[src/idp_pkg.sv]
// Purpose: Shared constants and types for the identify parameter block.
// Assumes: AXI4-Lite slave with 8-bit byte addresses and 32-bit data.
// Notes: Word values are fixed content of the 256-word identify block.
package idp_pkg;

    // ----------------------------------------------------------------
    // Bus and register map
    // ----------------------------------------------------------------
    localparam int ADDR_W = 8;
    localparam int DATA_W = 32;
    localparam logic [7:0] OFF_CMD = 8'h00;
    localparam logic [7:0] OFF_STATUS = 8'h04;
    localparam logic [7:0] OFF_DATA = 8'h08;
    localparam logic [7:0] OFF_CAP = 8'h0C;
    localparam logic [7:0] OFF_CYL = 8'h10;
    localparam logic [7:0] OFF_MULTI = 8'h14;
    localparam logic [7:0] OFF_MODE = 8'h18;
    localparam logic [7:0] OFF_INDEX = 8'h1C;
    localparam logic [1:0] RESP_OKAY = 2'h0;
    localparam logic [1:0] RESP_DECERR = 2'h3;
    localparam logic [7:0] CMD_IDENTIFY = 8'hEC;
    localparam int ST_BSY = 0;
    localparam int ST_DRQ = 1;
    localparam int ST_IRQ = 2;
    localparam int MODE_PCM = 0;
    localparam int MODE_USEL_LSB = 1;
    localparam int MODE_USEL_EN = 4;
    localparam logic [8:0] MULTI_RST = 9'h102;
    localparam logic [7:0] LAST_WORD = 8'hFF;

    // ----------------------------------------------------------------
    // Word indices of the parameter block
    // ----------------------------------------------------------------
    localparam int W_GENCFG = 0;
    localparam int W_CYL = 1;
    localparam int W_HEADS = 3;
    localparam int W_SPT = 6;
    localparam int W_CARD_HI = 7;
    localparam int W_CARD_LO = 8;
    localparam int W_SER_F = 10;
    localparam int W_SER_L = 19;
    localparam int W_RET_A = 20;
    localparam int W_RET_B = 21;
    localparam int W_OBS22 = 22;
    localparam int W_FW_F = 23;
    localparam int W_FW_L = 26;
    localparam int W_MOD_F = 27;
    localparam int W_MOD_L = 46;
    localparam int W_MULTMAX = 47;
    localparam int W_CAPAB = 49;
    localparam int W_PIO = 51;
    localparam int W_VALID = 53;
    localparam int W_CUR_CYL = 54;
    localparam int W_CUR_HEADS = 55;
    localparam int W_CUR_SPT = 56;
    localparam int W_CURCAP_LO = 57;
    localparam int W_CURCAP_HI = 58;
    localparam int W_MULTSET = 59;
    localparam int W_TOT_LO = 60;
    localparam int W_TOT_HI = 61;
    localparam int W_MDMA = 63;
    localparam int W_APIO = 64;
    localparam int W_MDMA_MIN = 65;
    localparam int W_MDMA_REC = 66;
    localparam int W_PIO_MIN = 67;
    localparam int W_PIO_IORDY = 68;
    localparam int W_SER_IF_F = 76;
    localparam int W_SER_IF_L = 79;
    localparam int W_VER_MAJ = 80;
    localparam int W_VER_MIN = 81;
    localparam int W_SUP1 = 82;
    localparam int W_SUP2 = 83;
    localparam int W_SUPX = 84;
    localparam int W_EN1 = 85;
    localparam int W_EN2 = 86;
    localparam int W_ENX = 87;
    localparam int W_UDMA = 88;
    localparam int SER_CHARS = 20;
    localparam int FW_CHARS = 8;
    localparam int MOD_CHARS = 40;

    // ----------------------------------------------------------------
    // Word values
    // ----------------------------------------------------------------
    localparam logic [15:0] V_GENCFG = 16'h045A;
    localparam logic [15:0] V_HEADS = 16'h0010;
    localparam logic [15:0] V_SPT = 16'h003F;
    localparam logic [15:0] V_RET = 16'h0002;
    localparam logic [15:0] V_OBS22 = 16'h0004;
    localparam logic [15:0] V_MULTMAX = 16'h8002;
    localparam logic [15:0] V_CAPAB = 16'h0F00;
    localparam logic [15:0] V_PIO = 16'h0200;
    localparam logic [15:0] V_VALID = 16'h0007;
    localparam logic [15:0] V_MDMA = 16'h0007;
    localparam logic [15:0] V_APIO = 16'h0003;
    localparam logic [15:0] V_CYCLE = 16'h0078;
    localparam logic [15:0] V_VER_MAJ = 16'h0020;
    localparam logic [15:0] V_VER_MIN = 16'h0000;
    localparam logic [15:0] V_SUP1 = 16'h700A;
    localparam logic [15:0] V_SUP2 = 16'h5004;
    localparam logic [15:0] V_EXT = 16'h4000;
    localparam logic [15:0] V_EN1 = 16'h7008;
    localparam logic [15:0] V_EN2 = 16'h1004;
    localparam logic [7:0] V_UDMA_SUP = 8'h1F;

    typedef enum logic [1:0] {
        IDP_IDLE = 2'h0,
        IDP_BUSY = 2'h1,
        IDP_DRQ = 2'h3
    } idp_state_t;

    typedef struct packed {
        logic busy;
        logic drq;
    } idp_status_t;

    typedef struct packed {
        idp_state_t st;
        logic [7:0] idx;
        logic irq;
        logic [31:0] cap;
        logic [15:0] cyl;
        logic [8:0] multi;
        logic pcm;
        logic [2:0] usel;
        logic usel_en;
        logic aw_got;
        logic [7:0] awaddr;
        logic w_got;
        logic [31:0] wdata;
        logic [3:0] wstrb;
        logic bvalid;
        logic [1:0] bresp;
        logic rvalid;
        logic [31:0] rdata;
        logic [1:0] rresp;
    } idp_regs_t;

endpackage

[src/idp_identify.sv]
// Purpose: Identify parameter block of a storage card, read word by word over AXI4-Lite.
// Assumes: Single clock, synchronous active-low reset, one AXI4-Lite master.
// Notes: Words are generated on the fly, no sector buffer memory is needed.
`timescale 1ns/1ps
module idp_identify #(
    parameter logic [31:0] CAPACITY = 32'h0003_D800,
    parameter logic [15:0] CYLINDERS = 16'h00F4,
    parameter logic [159:0] SERIAL_STR = "SN000000000000000001",
    parameter logic [63:0] FW_STR = "REV 1.00",
    parameter logic [319:0] MODEL_STR = "GENERIC STORAGE CARD                    "
) (
    input wire logic aclk,
    input wire logic aresetn,
    input wire logic [idp_pkg::ADDR_W-1:0] s_axi_awaddr,
    input wire logic [2:0] s_axi_awprot,
    input wire logic s_axi_awvalid,
    output logic s_axi_awready,
    input wire logic [idp_pkg::DATA_W-1:0] s_axi_wdata,
    input wire logic [3:0] s_axi_wstrb,
    input wire logic s_axi_wvalid,
    output logic s_axi_wready,
    output logic [1:0] s_axi_bresp,
    output logic s_axi_bvalid,
    input wire logic s_axi_bready,
    input wire logic [idp_pkg::ADDR_W-1:0] s_axi_araddr,
    input wire logic [2:0] s_axi_arprot,
    input wire logic s_axi_arvalid,
    output logic s_axi_arready,
    output logic [idp_pkg::DATA_W-1:0] s_axi_rdata,
    output logic [1:0] s_axi_rresp,
    output logic s_axi_rvalid,
    input wire logic s_axi_rready,
    output idp_pkg::idp_status_t status,
    output logic intrq
);

    // ----------------------------------------------------------------
    // Reset image
    // ----------------------------------------------------------------
    localparam idp_pkg::idp_regs_t RST = '{
        st: idp_pkg::IDP_IDLE,
        idx: '0,
        irq: 1'b0,
        cap: CAPACITY,
        cyl: CYLINDERS,
        multi: idp_pkg::MULTI_RST,
        pcm: 1'b0,
        usel: '0,
        usel_en: 1'b0,
        aw_got: 1'b0,
        awaddr: '0,
        w_got: 1'b0,
        wdata: '0,
        wstrb: '0,
        bvalid: 1'b0,
        bresp: idp_pkg::RESP_OKAY,
        rvalid: 1'b0,
        rdata: '0,
        rresp: idp_pkg::RESP_OKAY
    };

    idp_pkg::idp_regs_t r_r;
    idp_pkg::idp_regs_t r_nxt;

    // ----------------------------------------------------------------
    // Helpers
    // ----------------------------------------------------------------
    // Byte-lane merge of a write into an existing register value
    function automatic logic [31:0] merge(
        input logic [31:0] old,
        input logic [31:0] wd,
        input logic [3:0] strb
    );
        logic [31:0] res;
        res = old;
        for (int b = 0; b < 4; b++) begin
            if (strb[b]) begin
                res[8*b +: 8] = wd[8*b +: 8];
            end
        end
        return res;
    endfunction

    // Text word k of an n-character string; the first character sits in the high byte
    function automatic logic [15:0] str_word(
        input logic [319:0] s,
        input int n,
        input int k
    );
        logic [319:0] sh;
        sh = s >> (8 * n - 16 * (k + 1));
        return sh[15:0];
    endfunction

    // Content of one identify word, built from constants and live settings
    function automatic logic [15:0] ident_word(
        input logic [7:0] idx,
        input idp_pkg::idp_regs_t s
    );
        logic [15:0] w;
        int i;
        w = '0;
        i = int'(idx);
        case (i) inside
            idp_pkg::W_GENCFG: w = idp_pkg::V_GENCFG;
            idp_pkg::W_CYL, idp_pkg::W_CUR_CYL: w = s.cyl;
            idp_pkg::W_HEADS, idp_pkg::W_CUR_HEADS: w = idp_pkg::V_HEADS;
            idp_pkg::W_SPT, idp_pkg::W_CUR_SPT: w = idp_pkg::V_SPT;
            idp_pkg::W_CARD_HI: w = s.cap[31:16];
            idp_pkg::W_CARD_LO: w = s.cap[15:0];
            [idp_pkg::W_SER_F:idp_pkg::W_SER_L]: begin
                w = str_word({160'h0, SERIAL_STR}, idp_pkg::SER_CHARS,
                    i - idp_pkg::W_SER_F);
            end
            idp_pkg::W_RET_A, idp_pkg::W_RET_B: w = idp_pkg::V_RET;
            idp_pkg::W_OBS22: w = idp_pkg::V_OBS22;
            [idp_pkg::W_FW_F:idp_pkg::W_FW_L]: begin
                w = str_word({256'h0, FW_STR}, idp_pkg::FW_CHARS,
                    i - idp_pkg::W_FW_F);
            end
            [idp_pkg::W_MOD_F:idp_pkg::W_MOD_L]: begin
                w = str_word(MODEL_STR, idp_pkg::MOD_CHARS,
                    i - idp_pkg::W_MOD_F);
            end
            idp_pkg::W_MULTMAX: w = idp_pkg::V_MULTMAX;
            idp_pkg::W_CAPAB: w = idp_pkg::V_CAPAB;
            idp_pkg::W_PIO: w = idp_pkg::V_PIO;
            idp_pkg::W_VALID: w = idp_pkg::V_VALID;
            idp_pkg::W_CURCAP_LO, idp_pkg::W_TOT_LO: w = s.cap[15:0];
            idp_pkg::W_CURCAP_HI, idp_pkg::W_TOT_HI: w = s.cap[31:16];
            idp_pkg::W_MULTSET: w = {7'h00, s.multi};
            idp_pkg::W_MDMA: w = idp_pkg::V_MDMA;
            idp_pkg::W_APIO: w = idp_pkg::V_APIO;
            idp_pkg::W_MDMA_MIN, idp_pkg::W_MDMA_REC: begin
                w = s.pcm ? 16'h0000 : idp_pkg::V_CYCLE;
            end
            idp_pkg::W_PIO_MIN, idp_pkg::W_PIO_IORDY: w = idp_pkg::V_CYCLE;
            [idp_pkg::W_SER_IF_F:idp_pkg::W_SER_IF_L]: w = 16'h0000;
            idp_pkg::W_VER_MAJ: w = idp_pkg::V_VER_MAJ;
            idp_pkg::W_VER_MIN: w = idp_pkg::V_VER_MIN;
            idp_pkg::W_SUP1: w = idp_pkg::V_SUP1;
            idp_pkg::W_SUP2: w = idp_pkg::V_SUP2;
            idp_pkg::W_SUPX, idp_pkg::W_ENX: w = idp_pkg::V_EXT;
            idp_pkg::W_EN1: w = idp_pkg::V_EN1;
            idp_pkg::W_EN2: w = idp_pkg::V_EN2;
            idp_pkg::W_UDMA: begin
                // Only supported modes can be flagged as selected
                w[7:0] = idp_pkg::V_UDMA_SUP;
                if (s.usel_en && idp_pkg::V_UDMA_SUP[s.usel]) begin
                    w[8 + int'(s.usel)] = 1'b1;
                end
            end
            default: w = 16'h0000;
        endcase
        return w;
    endfunction

    // ----------------------------------------------------------------
    // Bus handshakes
    // ----------------------------------------------------------------
    // One write in flight; address and data may arrive in either order
    assign s_axi_awready = !r_r.aw_got && !r_r.bvalid;
    assign s_axi_wready = !r_r.w_got && !r_r.bvalid;
    assign s_axi_arready = !r_r.rvalid;
    assign s_axi_bvalid = r_r.bvalid;
    assign s_axi_bresp = r_r.bresp;
    assign s_axi_rvalid = r_r.rvalid;
    assign s_axi_rdata = r_r.rdata;
    assign s_axi_rresp = r_r.rresp;
    assign status.busy = (r_r.st == idp_pkg::IDP_BUSY);
    assign status.drq = (r_r.st == idp_pkg::IDP_DRQ);
    assign intrq = r_r.irq;

    // ----------------------------------------------------------------
    // Next state
    // ----------------------------------------------------------------
    always_comb begin
        logic irq_set;
        logic irq_clr;
        logic [31:0] wv;
        irq_set = 1'b0;
        irq_clr = 1'b0;
        wv = '0;
        r_nxt = r_r;

        // Command engine
        case (r_r.st)
            idp_pkg::IDP_IDLE: begin
                r_nxt.st = idp_pkg::IDP_IDLE;
            end
            idp_pkg::IDP_BUSY: begin
                // Words are generated live, so data is ready one cycle later
                r_nxt.st = idp_pkg::IDP_DRQ;
                irq_set = 1'b1;
            end
            idp_pkg::IDP_DRQ: begin
                r_nxt.st = idp_pkg::IDP_DRQ;
            end
            default: begin
                r_nxt.st = idp_pkg::IDP_IDLE;
            end
        endcase

        // Write channel capture
        if (s_axi_awvalid && s_axi_awready) begin
            r_nxt.aw_got = 1'b1;
            r_nxt.awaddr = s_axi_awaddr;
        end
        if (s_axi_wvalid && s_axi_wready) begin
            r_nxt.w_got = 1'b1;
            r_nxt.wdata = s_axi_wdata;
            r_nxt.wstrb = s_axi_wstrb;
        end
        if (r_r.bvalid && s_axi_bready) begin
            r_nxt.bvalid = 1'b0;
        end

        // Register write once both halves are in
        if (r_r.aw_got && r_r.w_got) begin
            r_nxt.aw_got = 1'b0;
            r_nxt.w_got = 1'b0;
            r_nxt.bvalid = 1'b1;
            r_nxt.bresp = idp_pkg::RESP_OKAY;
            case (r_r.awaddr)
                idp_pkg::OFF_CMD: begin
                    // A new command is only accepted while idle
                    if (r_r.wstrb[0] && r_r.wdata[7:0] == idp_pkg::CMD_IDENTIFY &&
                        r_r.st == idp_pkg::IDP_IDLE) begin
                        r_nxt.st = idp_pkg::IDP_BUSY;
                        r_nxt.idx = '0;
                    end
                end
                idp_pkg::OFF_CAP: begin
                    r_nxt.cap = merge(r_r.cap, r_r.wdata, r_r.wstrb);
                end
                idp_pkg::OFF_CYL: begin
                    wv = merge({16'h0, r_r.cyl}, r_r.wdata, r_r.wstrb);
                    r_nxt.cyl = wv[15:0];
                end
                idp_pkg::OFF_MULTI: begin
                    wv = merge({23'h0, r_r.multi}, r_r.wdata, r_r.wstrb);
                    r_nxt.multi = wv[8:0];
                end
                idp_pkg::OFF_MODE: begin
                    if (r_r.wstrb[0]) begin
                        r_nxt.pcm = r_r.wdata[idp_pkg::MODE_PCM];
                        r_nxt.usel = r_r.wdata[idp_pkg::MODE_USEL_LSB +: 3];
                        r_nxt.usel_en = r_r.wdata[idp_pkg::MODE_USEL_EN];
                    end
                end
                idp_pkg::OFF_STATUS, idp_pkg::OFF_DATA, idp_pkg::OFF_INDEX: begin
                    r_nxt.bresp = idp_pkg::RESP_OKAY;
                end
                default: begin
                    r_nxt.bresp = idp_pkg::RESP_DECERR;
                end
            endcase
        end

        // Read channel
        if (r_r.rvalid && s_axi_rready) begin
            r_nxt.rvalid = 1'b0;
        end
        if (s_axi_arvalid && s_axi_arready) begin
            r_nxt.rvalid = 1'b1;
            r_nxt.rresp = idp_pkg::RESP_OKAY;
            r_nxt.rdata = '0;
            case (s_axi_araddr)
                idp_pkg::OFF_STATUS: begin
                    r_nxt.rdata[idp_pkg::ST_BSY] = (r_r.st == idp_pkg::IDP_BUSY);
                    r_nxt.rdata[idp_pkg::ST_DRQ] = (r_r.st == idp_pkg::IDP_DRQ);
                    r_nxt.rdata[idp_pkg::ST_IRQ] = r_r.irq;
                    // Reading status acknowledges the interrupt
                    irq_clr = 1'b1;
                end
                idp_pkg::OFF_DATA: begin
                    // Outside a data phase the port reads zero with no side effect
                    if (r_r.st == idp_pkg::IDP_DRQ) begin
                        r_nxt.rdata = {16'h0000, ident_word(r_r.idx, r_r)};
                        r_nxt.idx = r_r.idx + 8'h01;
                        if (r_r.idx == idp_pkg::LAST_WORD) begin
                            // 256 words, 512 bytes, end the data phase
                            r_nxt.st = idp_pkg::IDP_IDLE;
                            r_nxt.idx = '0;
                        end
                    end
                end
                idp_pkg::OFF_CAP: r_nxt.rdata = r_r.cap;
                idp_pkg::OFF_CYL: r_nxt.rdata = {16'h0000, r_r.cyl};
                idp_pkg::OFF_MULTI: r_nxt.rdata = {23'h0, r_r.multi};
                idp_pkg::OFF_MODE: begin
                    r_nxt.rdata[idp_pkg::MODE_PCM] = r_r.pcm;
                    r_nxt.rdata[idp_pkg::MODE_USEL_LSB +: 3] = r_r.usel;
                    r_nxt.rdata[idp_pkg::MODE_USEL_EN] = r_r.usel_en;
                end
                idp_pkg::OFF_INDEX: r_nxt.rdata = {24'h0, r_r.idx};
                idp_pkg::OFF_CMD: r_nxt.rdata = '0;
                default: r_nxt.rresp = idp_pkg::RESP_DECERR;
            endcase
        end

        // A fresh ready event beats an acknowledge in the same cycle
        r_nxt.irq = irq_set | (r_r.irq & ~irq_clr);
    end

    // ----------------------------------------------------------------
    // State register
    // ----------------------------------------------------------------
    always_ff @(posedge aclk) begin
        if (!aresetn) begin
            r_r <= RST;
        end else begin
            r_r <= r_nxt;
        end
    end

endmodule

[config.mk]
export PLATFORM = sky130hd
export DESIGN_NAME = idp_identify
export DESIGN_NICKNAME = d
export VERILOG_FILES = /design/src/idp_pkg.sv /design/src/idp_identify.sv
export SDC_FILE = /design/constraint.sdc
export NUM_CORES = 1
export LEC_CHECK = 0
export BUFFER_PORTS_ARGS = -buffer_cell sky130_fd_sc_hd__buf_2
export CELL_PAD_IN_SITES_DETAIL_PLACEMENT = 0
export CELL_PAD_IN_SITES_GLOBAL_PLACEMENT = 1
export CORE_ASPECT_RATIO = 1.2
export CORE_MARGIN = 2
export CORE_UTILIZATION = 35
export DETAILED_ROUTE_END_ITERATION = 10
export GPL_TIMING_DRIVEN = 0
export PLACE_DENSITY = 0.74
export SLEW_MARGIN = 20
export SYNTH_ARGS = -nofsm -noshare
export SYNTH_HDL_FRONTEND = slang
export SYNTH_SLANG_ARGS = --single-unit
[constraint.sdc]
create_clock -name aclk -period 4.55 [get_ports aclk]
set_clock_uncertainty 0.15 [all_clocks]
set_input_delay 0.2275 -clock aclk [delete_from_list [all_inputs] [get_ports aclk]]
set_output_delay 0.2275 -clock aclk [all_outputs]
set_load 0.01 [all_outputs]
==> impl_metrics.env, run 1 <==
export IMPL_status="finished clean"
export IMPL_syn_cell_area_sq_um=10500
export IMPL_worst_setup_path_end_kind="flip-flop"
export IMPL_vias_per_cell=5.79
export IMPL_yosys_area_share_adder_pct=1.67
export IMPL_port_buffers=101
export IMPL_post_dp_hpwl_um=34700
export IMPL_clk_latency_ps=440
export IMPL_coreArea_sq_um=29600
export IMPL_yosysWarnings=0
export IMPL_cp_max_fo=11
export IMPL_p_comb_share_pct=7.5
export IMPL_drc_errors=0
export IMPL_numCtsBuffers=17
export IMPL_worst_setup_path_type="reg -> reg"
export IMPL_cap_violations=0
export IMPL_r2r_end="s_axi_rdata[1]$_SDFFE_PN0P_"
export IMPL_synth_edf_count=0
export IMPL_synthMuxAreaShare_pct=4.26
export IMPL_die_area_sq_um=31500
export IMPL_min_period_ps=4340
export IMPL_clock_root_buffer="clkbuf_16"
export IMPL_grt_pass1_vias=11300
export IMPL_rsz0062_at_grt="no"
export IMPL_die_h_um=194
export IMPL_fmax_mhz=230
export IMPL_leakagePower_nw=4.85
export IMPL_ff2ff_setup_slack_ps=210
export IMPL_design_area_sq_um=12700
export IMPL_antenna_found_initial=1
export IMPL_grt_overflow_total=0
export IMPL_std_cell_rows=69
export IMPL_p_per_area_nw_per_um2=245
export IMPL_place_inst=1909
export IMPL_avgSynthCellArea_sq_um=7.42
export IMPL_start_kind="flip-flop"
export IMPL_whs_endpoint="r_r[156]$_SDFF_PN0_"
export IMPL_swShare_pct=25.6
export IMPL_fillers=3111
export IMPL_syn_instance_count=1418
export IMPL_clkSlewWorstSetupHoldPaths_ps=70
export IMPL_hold_viol=0
export IMPL_synthesis_nets=1497
export IMPL_cts_htree_levels=4
export IMPL_worstPathArrival_ps=4570
export IMPL_ys_types=93
export IMPL_synth_xor_area_share_pct=1.72
export IMPL_critPathRequiredTime_ps=4780
export IMPL_synth_simple_gate_area_share_pct=28.5
export IMPL_p_seq_share_pct=45.8
export IMPL_grt_max_degree=17
export IMPL_worst_pin_slew_ps=1080
export IMPL_track_usage_pct=28.5
export IMPL_synthArstFlopShare_pct=0
export IMPL_fp_dieW_um=162
export IMPL_period_share_pct=95.5
export IMPL_route_detailed_wl_per_inst_um=22.6
export IMPL_drive_gt1_share_pct=15.0
export IMPL_power_switching_uw=797
export IMPL_seq_area_frac_synth_pct=29.7
export IMPL_synth_top_family_by_area="simple AND/OR/NAND/NOR gates"
export IMPL_cts_sinks=156
export IMPL_wl_um=45000
export IMPL_hp_class="in -> reg"
export IMPL_ir_drop_uv=259
export IMPL_pwr_share_clk_pct=46.8
export IMPL_syn2layout_area_growth_pct=20.8
export IMPL_drv_slew=0
export IMPL_cts_tree="yes"
export IMPL_ant_nets=0
export IMPL_fin_nets=1668
export IMPL_holdWs_ps=103
export IMPL_drtPass1Iterations=6
export IMPL_worstRegToRegCells=13
export IMPL_synth_ff_type="dfxtp_1"
export IMPL_dpl_cell_area_sq_um=11500
export IMPL_gp_congestion=1.04
export IMPL_grt_pass1_wl_um=68500
export IMPL_r2r_start="r_r[147]$_SDFF_PN0_"
export IMPL_hp_start="s_axi_araddr[2]"
export IMPL_synth_compound_area_share_pct=27.4
export IMPL_io_pins=109
export IMPL_internal_power_mw=2.32
export IMPL_ys_ff_latch=156
export IMPL_via_count=11500
export IMPL_drtIter0Drc=980
export IMPL_final_cell_count_no_fill=1993
export IMPL_relSlewSlack_pct=27.3
export IMPL_clock_path_buffers=2
export IMPL_holdPathStages=4
export IMPL_start_util_pct=35.5
export IMPL_setup_viol=0
==> cells in the mapped netlist (5+ instances only) <==
library cell	instances	share of area (%)
nand2_1	291	10
dfxtp_1	156	30
nor2_1	93	3.3
a21boi_0	91	6.5
clkbuf_1	75	2.7
a21oi_1	73	3.5
o21ai_0	67	3.2
nand3_1	66	3.1
nor2b_1	42	2.5
buf_4	39	2.8
mux2i_1	38	3.6
nor3_1	24	1.1
o211ai_1	19	1.4
and2_1	18	1.1
nor4_1	17	1.0
a221oi_1	16	1.3
a31oi_1	16	0.95
nand4_1	16	0.95
ha_1	14	1.7
xnor2_1	13	1.1
buf_2	12	0.57
and3_1	10	0.59
a21o_1	9	0.64
inv_1	9	0.32
a211oi_1	8	0.57
a22oi_1	8	0.57
nand2b_1	8	0.48
or2_2	7	0.42
nand3b_1	6	0.43
o21a_1	6	0.43
o21ai_1	6	0.29
o31ai_1	6	0.43
or4_1	6	0.43
a211o_1	5	0.42
a221o_1	5	0.48
a32oi_1	5	0.42
and4_1	5	0.42
o2111a_1	5	0.54
o221ai_1	5	0.42
o22ai_1	5	0.30
o41ai_1	5	0.42
==> metal layers <==
metal / global-route usage [%] / share of wire [%] / up-vias
met3: 4.45 / 6.0 / 133
met4: 15.1 / 5.8 / 0
li1: - / - / 5434
met2: 48.5 / 48 / 460
met1: 34.4 / 40 / 5510
met5: 0 / 0 / -
==> sequential cells by signal, summed over array words and instances, names as in the netlist, named ones only <==
name and cells:
intrq 1, s_axi_rvalid 1, s_axi_bresp 1, s_axi_bvalid 1
s_axi_rresp 1, s_axi_rdata 32, r_r 118
==> timing repair <==
item	in CTS	in global routing
hold buffers	47	0
pin swaps	1	3
endpoints found under the hold margin	46	0
gates resized for setup	8	9
setup buffers	1	4
endpoints found under the setup margin	4	13
==> kinds of logic after synthesis <==
family,Yosys count
xor+xnor,19
mux,42
buf+inv,143
fa+ha+maj,14
simple gates,634
flops,156
compound gates,410
==> cells in the final DEF (no fill, tap or decap), drive strengths merged, types with 15 or more instances in the layout <==
master       count
a21boi          91
and2            18
buf            161
o211ai          19
nor4            17
dfxtp          156
nor2b           44
dlygate4sd3     47
a31oi           16
xnor2           15
nand2          291
nor2            93
o21ai           75
nand3           66
a21oi           76
nand4           16
mux2i           38
nor3            24
a221oi          16
clkbuf          94
==> worst max-delay path: stages (launching register included) <==
cell and delay [ps]:
dfxtp_1 350, clkbuf_4 210, clkinvlp_4 120, buf_4 220
ha_1 160, buf_1 400, nand2_1 290, o22ai_1 590
a221oi_1 160, a311o_1 350, a21oi_1 270, nor4b_1 460
nand4_1 340, nand3_1 190
==> worst max path at each step <==
stage | startpoint | end | slack, ps | cells past startpoint
3_3_place_gp | r_r[149]$_SDFF_PN0_ | s_axi_rdata[9]$_SDFFE_PN0P_ | -310 | 13
4_1_cts | r_r[149]$_SDFF_PN0_ | s_axi_rdata[9]$_SDFFE_PN0P_ | 10 | 13
6_report | r_r[147]$_SDFF_PN0_ | s_axi_rdata[1]$_SDFFE_PN0P_ | 210 | 13
5_1_grt | r_r[147]$_SDFF_PN0_ | s_axi_rdata[1]$_SDFFE_PN0P_ | 40 | 16
3_5_place_dp | r_r[149]$_SDFF_PN0_ | s_axi_rdata[9]$_SDFFE_PN0P_ | -380 | 13
2_1_floorplan | r_r[147]$_SDFF_PN0_ | s_axi_rdata[14]$_SDFFE_PN0P_ | 770 | 14
==> power groups by stage <==
stage	logic (mW)	clock network, mW	registers (mW)
2_1_floorplan	0.117	0	1.45
3_3_place_gp	0.201	0	1.46
3_5_place_dp	0.203	0	1.46
4_1_cts	0.234	1.48	1.43
5_1_grt	0.259	1.53	1.43
6_report	0.233	1.46	1.43
==> stage by stage <==
step | setup WS, ps | TNS, ps | power (mW) | util [%]
after floorplan | 767 | 0 | 1.56 | -
after global placement | -306 | -574 | 1.66 | 38.9
after detailed placement | -382 | -678 | 1.66 | 38.9
after CTS | 11.1 | 0 | 3.14 | 42.7
after global routing | 39.6 | 0 | 3.21 | 42.9
final | 206 | 0 | 3.11 | 42.9
==> final cells by class <==
type	instances	area, sq um	share of cell area (%)
well taps	390	488	3.84
clock buffers	18	429	3.38
inverters	11	48.8	0.384
repair buffers	153	1010	7.98
diodes	1	2.50	0.0197
multi-input cells	1119	6760	53.2
plain buffers	131	671	5.28
clock inverters	14	163	1.28
flip-flops and latches	156	3130	24.6
Note: power is estimated with default switching activity, not from simulation.
==> run 2: changes to the inputs <==
--- a/config.mk
+++ b/config.mk
@@ -10,10 +10,10 @@
 export CELL_PAD_IN_SITES_GLOBAL_PLACEMENT = 1
 export CORE_ASPECT_RATIO = 1.2
 export CORE_MARGIN = 2
-export CORE_UTILIZATION = 35
+export CORE_UTILIZATION = 44
 export DETAILED_ROUTE_END_ITERATION = 10
 export GPL_TIMING_DRIVEN = 0
-export PLACE_DENSITY = 0.74
+export PLACE_DENSITY = 0.88
 export SLEW_MARGIN = 20
 export SYNTH_ARGS = -nofsm -noshare
 export SYNTH_HDL_FRONTEND = slang
==> run 2 against run 1 <==
  * Utilization up 10 points
  * Non-clock buffer count is the same
  * Global-route usage rose by 6.9 points
  * Design area down 0.75%
  * Die area shrank 20%
  * Setup slack lost 34 ps
  * Register-to-register slack worse by 30 ps
  * Worst hold slack worse by 31 ps
  * First-iteration DRC count fell by 3.7%
  * Final cell count is 3.5% lower
==> impl_metrics.env, run 2 (synthesis gave the netlist of run 1 again) <==
export IMPL_gp_congestion=1.04
export IMPL_power_switching_uw=809
export IMPL_fmax_mhz=228
export IMPL_status="finished clean"
export IMPL_dpl_cell_area_sq_um=11400
export IMPL_die_area_sq_um=25200
export IMPL_drive_gt1_share_pct=15.0
export IMPL_r2r_start="r_r[147]$_SDFF_PN0_"
export IMPL_fin_nets=1668
export IMPL_ant_nets=0
export IMPL_post_dp_hpwl_um=34700
export IMPL_relSlewSlack_pct=19.5
export IMPL_most_common_layout_cells="291 x nand2_1, 154 x dfxtp_1, 113 x buf_2, 93 x nor2_1, 91 x a21boi_0"
export IMPL_period_share_pct=96.2
export IMPL_clock_root_buffer="clkbuf_16"
export IMPL_std_cell_rows=62
export IMPL_crit_slowest_cell="a211oi_1"
export IMPL_p_comb_share_pct=7.6
export IMPL_route_detailed_wl_per_inst_um=23.4
export IMPL_clock_path_buffers=2
export IMPL_worst_setup_path_type="reg -> reg"
export IMPL_grt_max_degree=17
export IMPL_leakagePower_nw=4.86
export IMPL_critPathRequiredTime_ps=4710
export IMPL_drtIter0Drc=944
export IMPL_cts_tree="yes"
export IMPL_hold_viol=0
export IMPL_cts_htree_levels=4
export IMPL_start_util_pct=44.3
export IMPL_antenna_found_initial=1
export IMPL_io_pins=109
export IMPL_design_area_sq_um=12600
export IMPL_p_seq_share_pct=46.1
export IMPL_clk_latency_ps=450
export IMPL_grt_overflow_total=0
export IMPL_clkSlewWorstSetupHoldPaths_ps=70
export IMPL_syn2layout_area_growth_pct=19.9
export IMPL_coreArea_sq_um=23700
export IMPL_cp_max_fo=10
export IMPL_wl_um=45100
export IMPL_swShare_pct=26.2
export IMPL_min_period_ps=4380
export IMPL_vias_per_cell=6.01
export IMPL_slowest_delay_ps=620
export IMPL_start_kind="flip-flop"
export IMPL_via_count=11600
export IMPL_worstPathArrival_ps=4540
export IMPL_grt_pass1_vias=11300
export IMPL_setup_viol=0
export IMPL_numCtsBuffers=17
export IMPL_cap_violations=0
export IMPL_internal_power_mw=2.28
export IMPL_track_usage_pct=35.4
export IMPL_mostFrequentLayoutCell="nand2_1"
export IMPL_hp_class="in -> reg"
export IMPL_crit_chain="clkbuf_4 > clkinvlp_4 > ha_2 > nor2b_2 > nor4_1 > or4b_1 > buf_2 > nor2_1 > a311oi_1 > and3_1 > a2111o_1 > o21ai_1 > a211oi_1 > o41ai_1"
export IMPL_finalPower_mw=3.09
export IMPL_pwr_share_clk_pct=46.3
export IMPL_grt_pass1_wl_um=68300
export IMPL_fp_dieW_um=145
export IMPL_cp_startpoint="r_r[147]$_SDFF_PN0_"
export IMPL_drv_slew=0
export IMPL_drc_errors=0
export IMPL_p_per_area_nw_per_um2=245
export IMPL_cts_sinks=156
export IMPL_hp_start="s_axi_araddr[2]"
export IMPL_ir_drop_uv=269
export IMPL_die_h_um=173
export IMPL_worst_pin_slew_ps=1200
export IMPL_port_buffers=101
export IMPL_drtPass1Iterations=5
export IMPL_regMostFlops="r_r"
export IMPL_largest_register_ffs=118
export IMPL_worst_setup_path_end_kind="flip-flop"
run 2: cell types whose count changed in the layout (fill, tap and decap cells not counted), moves of 2 or more:
cell,previous run,this run
a21oi_2,3,1
buf_2,111,113
buf_4,45,43
xnor2_1,13,11
run 2: cell type report:
class,instances,area [sq um]
clock inverters,13,131
repair buffers,152,1000
flip-flops and latches,156,3130
fillers,2370,11100
well taps,320,400
multi-input cells,1119,6780
plain buffers,132,673
diodes,1,2.50
inverters,11,48.8
clock buffers,19,443
run 2: stage by stage:
| stage | TNS, ps | hold WS [ps] | utilization [%] | setup slack (ps) | std cells |
|---|---|---|---|---|---|
| floorplan | 0 | 215 | - | 767 | 1418 |
| global placement | -1610 | 301 | 48.1 | -445 | 1839 |
| detailed placement | -662 | 307 | 48.2 | -283 | 1840 |
| CTS | 0 | 52.5 | 52.9 | 18.9 | 1920 |
| global route | -0.635 | 69.4 | 53.1 | -0.635 | 1922 |
| finish | 0 | 71.6 | 53.1 | 171 | 1923 |
run 2: path summary, 6_finish.rpt:
path                                                     end  slack [ps]  cells past startpoint
worst max-delay path             s_axi_rdata[0]$_SDFFE_PN0P_         170                     14
worst min-delay path                     r_r[156]$_SDFF_PN0_          70                      4
worst max register to register   s_axi_rdata[0]$_SDFFE_PN0P_         170                     14
worst min register to register  s_axi_rdata[24]$_SDFFE_PN0P_         310                      2
run 2: worst max-delay path, delay by kind of cell (launching register included):
| kind | cells | cell delay [ps] |
|---|---|---|
| buffers and inverters | 3 | 600 |
| AO/OA/AOI/OAI | 5 | 1500 |
| adder cells (fa/ha/maj) | 1 | 350 |
| flip-flops | 1 | 430 |
| AND/OR/NAND/NOR | 5 | 1200 |
run 2: what timing repair did:
action / CTS / global route
gates resized for setup: 12 / 8
hold endpoints to repair: 46 / 0
endpoints found under the setup margin: 5 / 8
pin swaps: 0 / 2
buffers inserted: 1 / 2
hold buffers: 47 / 0
run 2: layer usage:
| layer | up-vias | global-route usage [%] | wire length (um) | share of wire [%] |
|---|---|---|---|---|
| met2 | 530 | 61.1 | 21800 | 48 |
| li1 | 5431 | - | - | - |
| met5 | - | 0 | 0 | 0 |
| met3 | 123 | 5.79 | 3000 | 6.7 |
| met4 | 0 | 20.3 | 2510 | 5.6 |
| met1 | 5476 | 41.7 | 17700 | 39 |
run 2: power by group through the flow:
| stage | sequential (mW) | combinational (mW) | clock (mW) |
|---|---|---|---|
| 6_report | 1.42 | 0.233 | 1.43 |
| 5_1_grt | 1.43 | 0.258 | 1.49 |
| 4_1_cts | 1.42 | 0.231 | 1.45 |
| 3_5_place_dp | 1.46 | 0.200 | 0 |
| 3_3_place_gp | 1.45 | 0.198 | 0 |
| 2_1_floorplan | 1.45 | 0.117 | 0 |
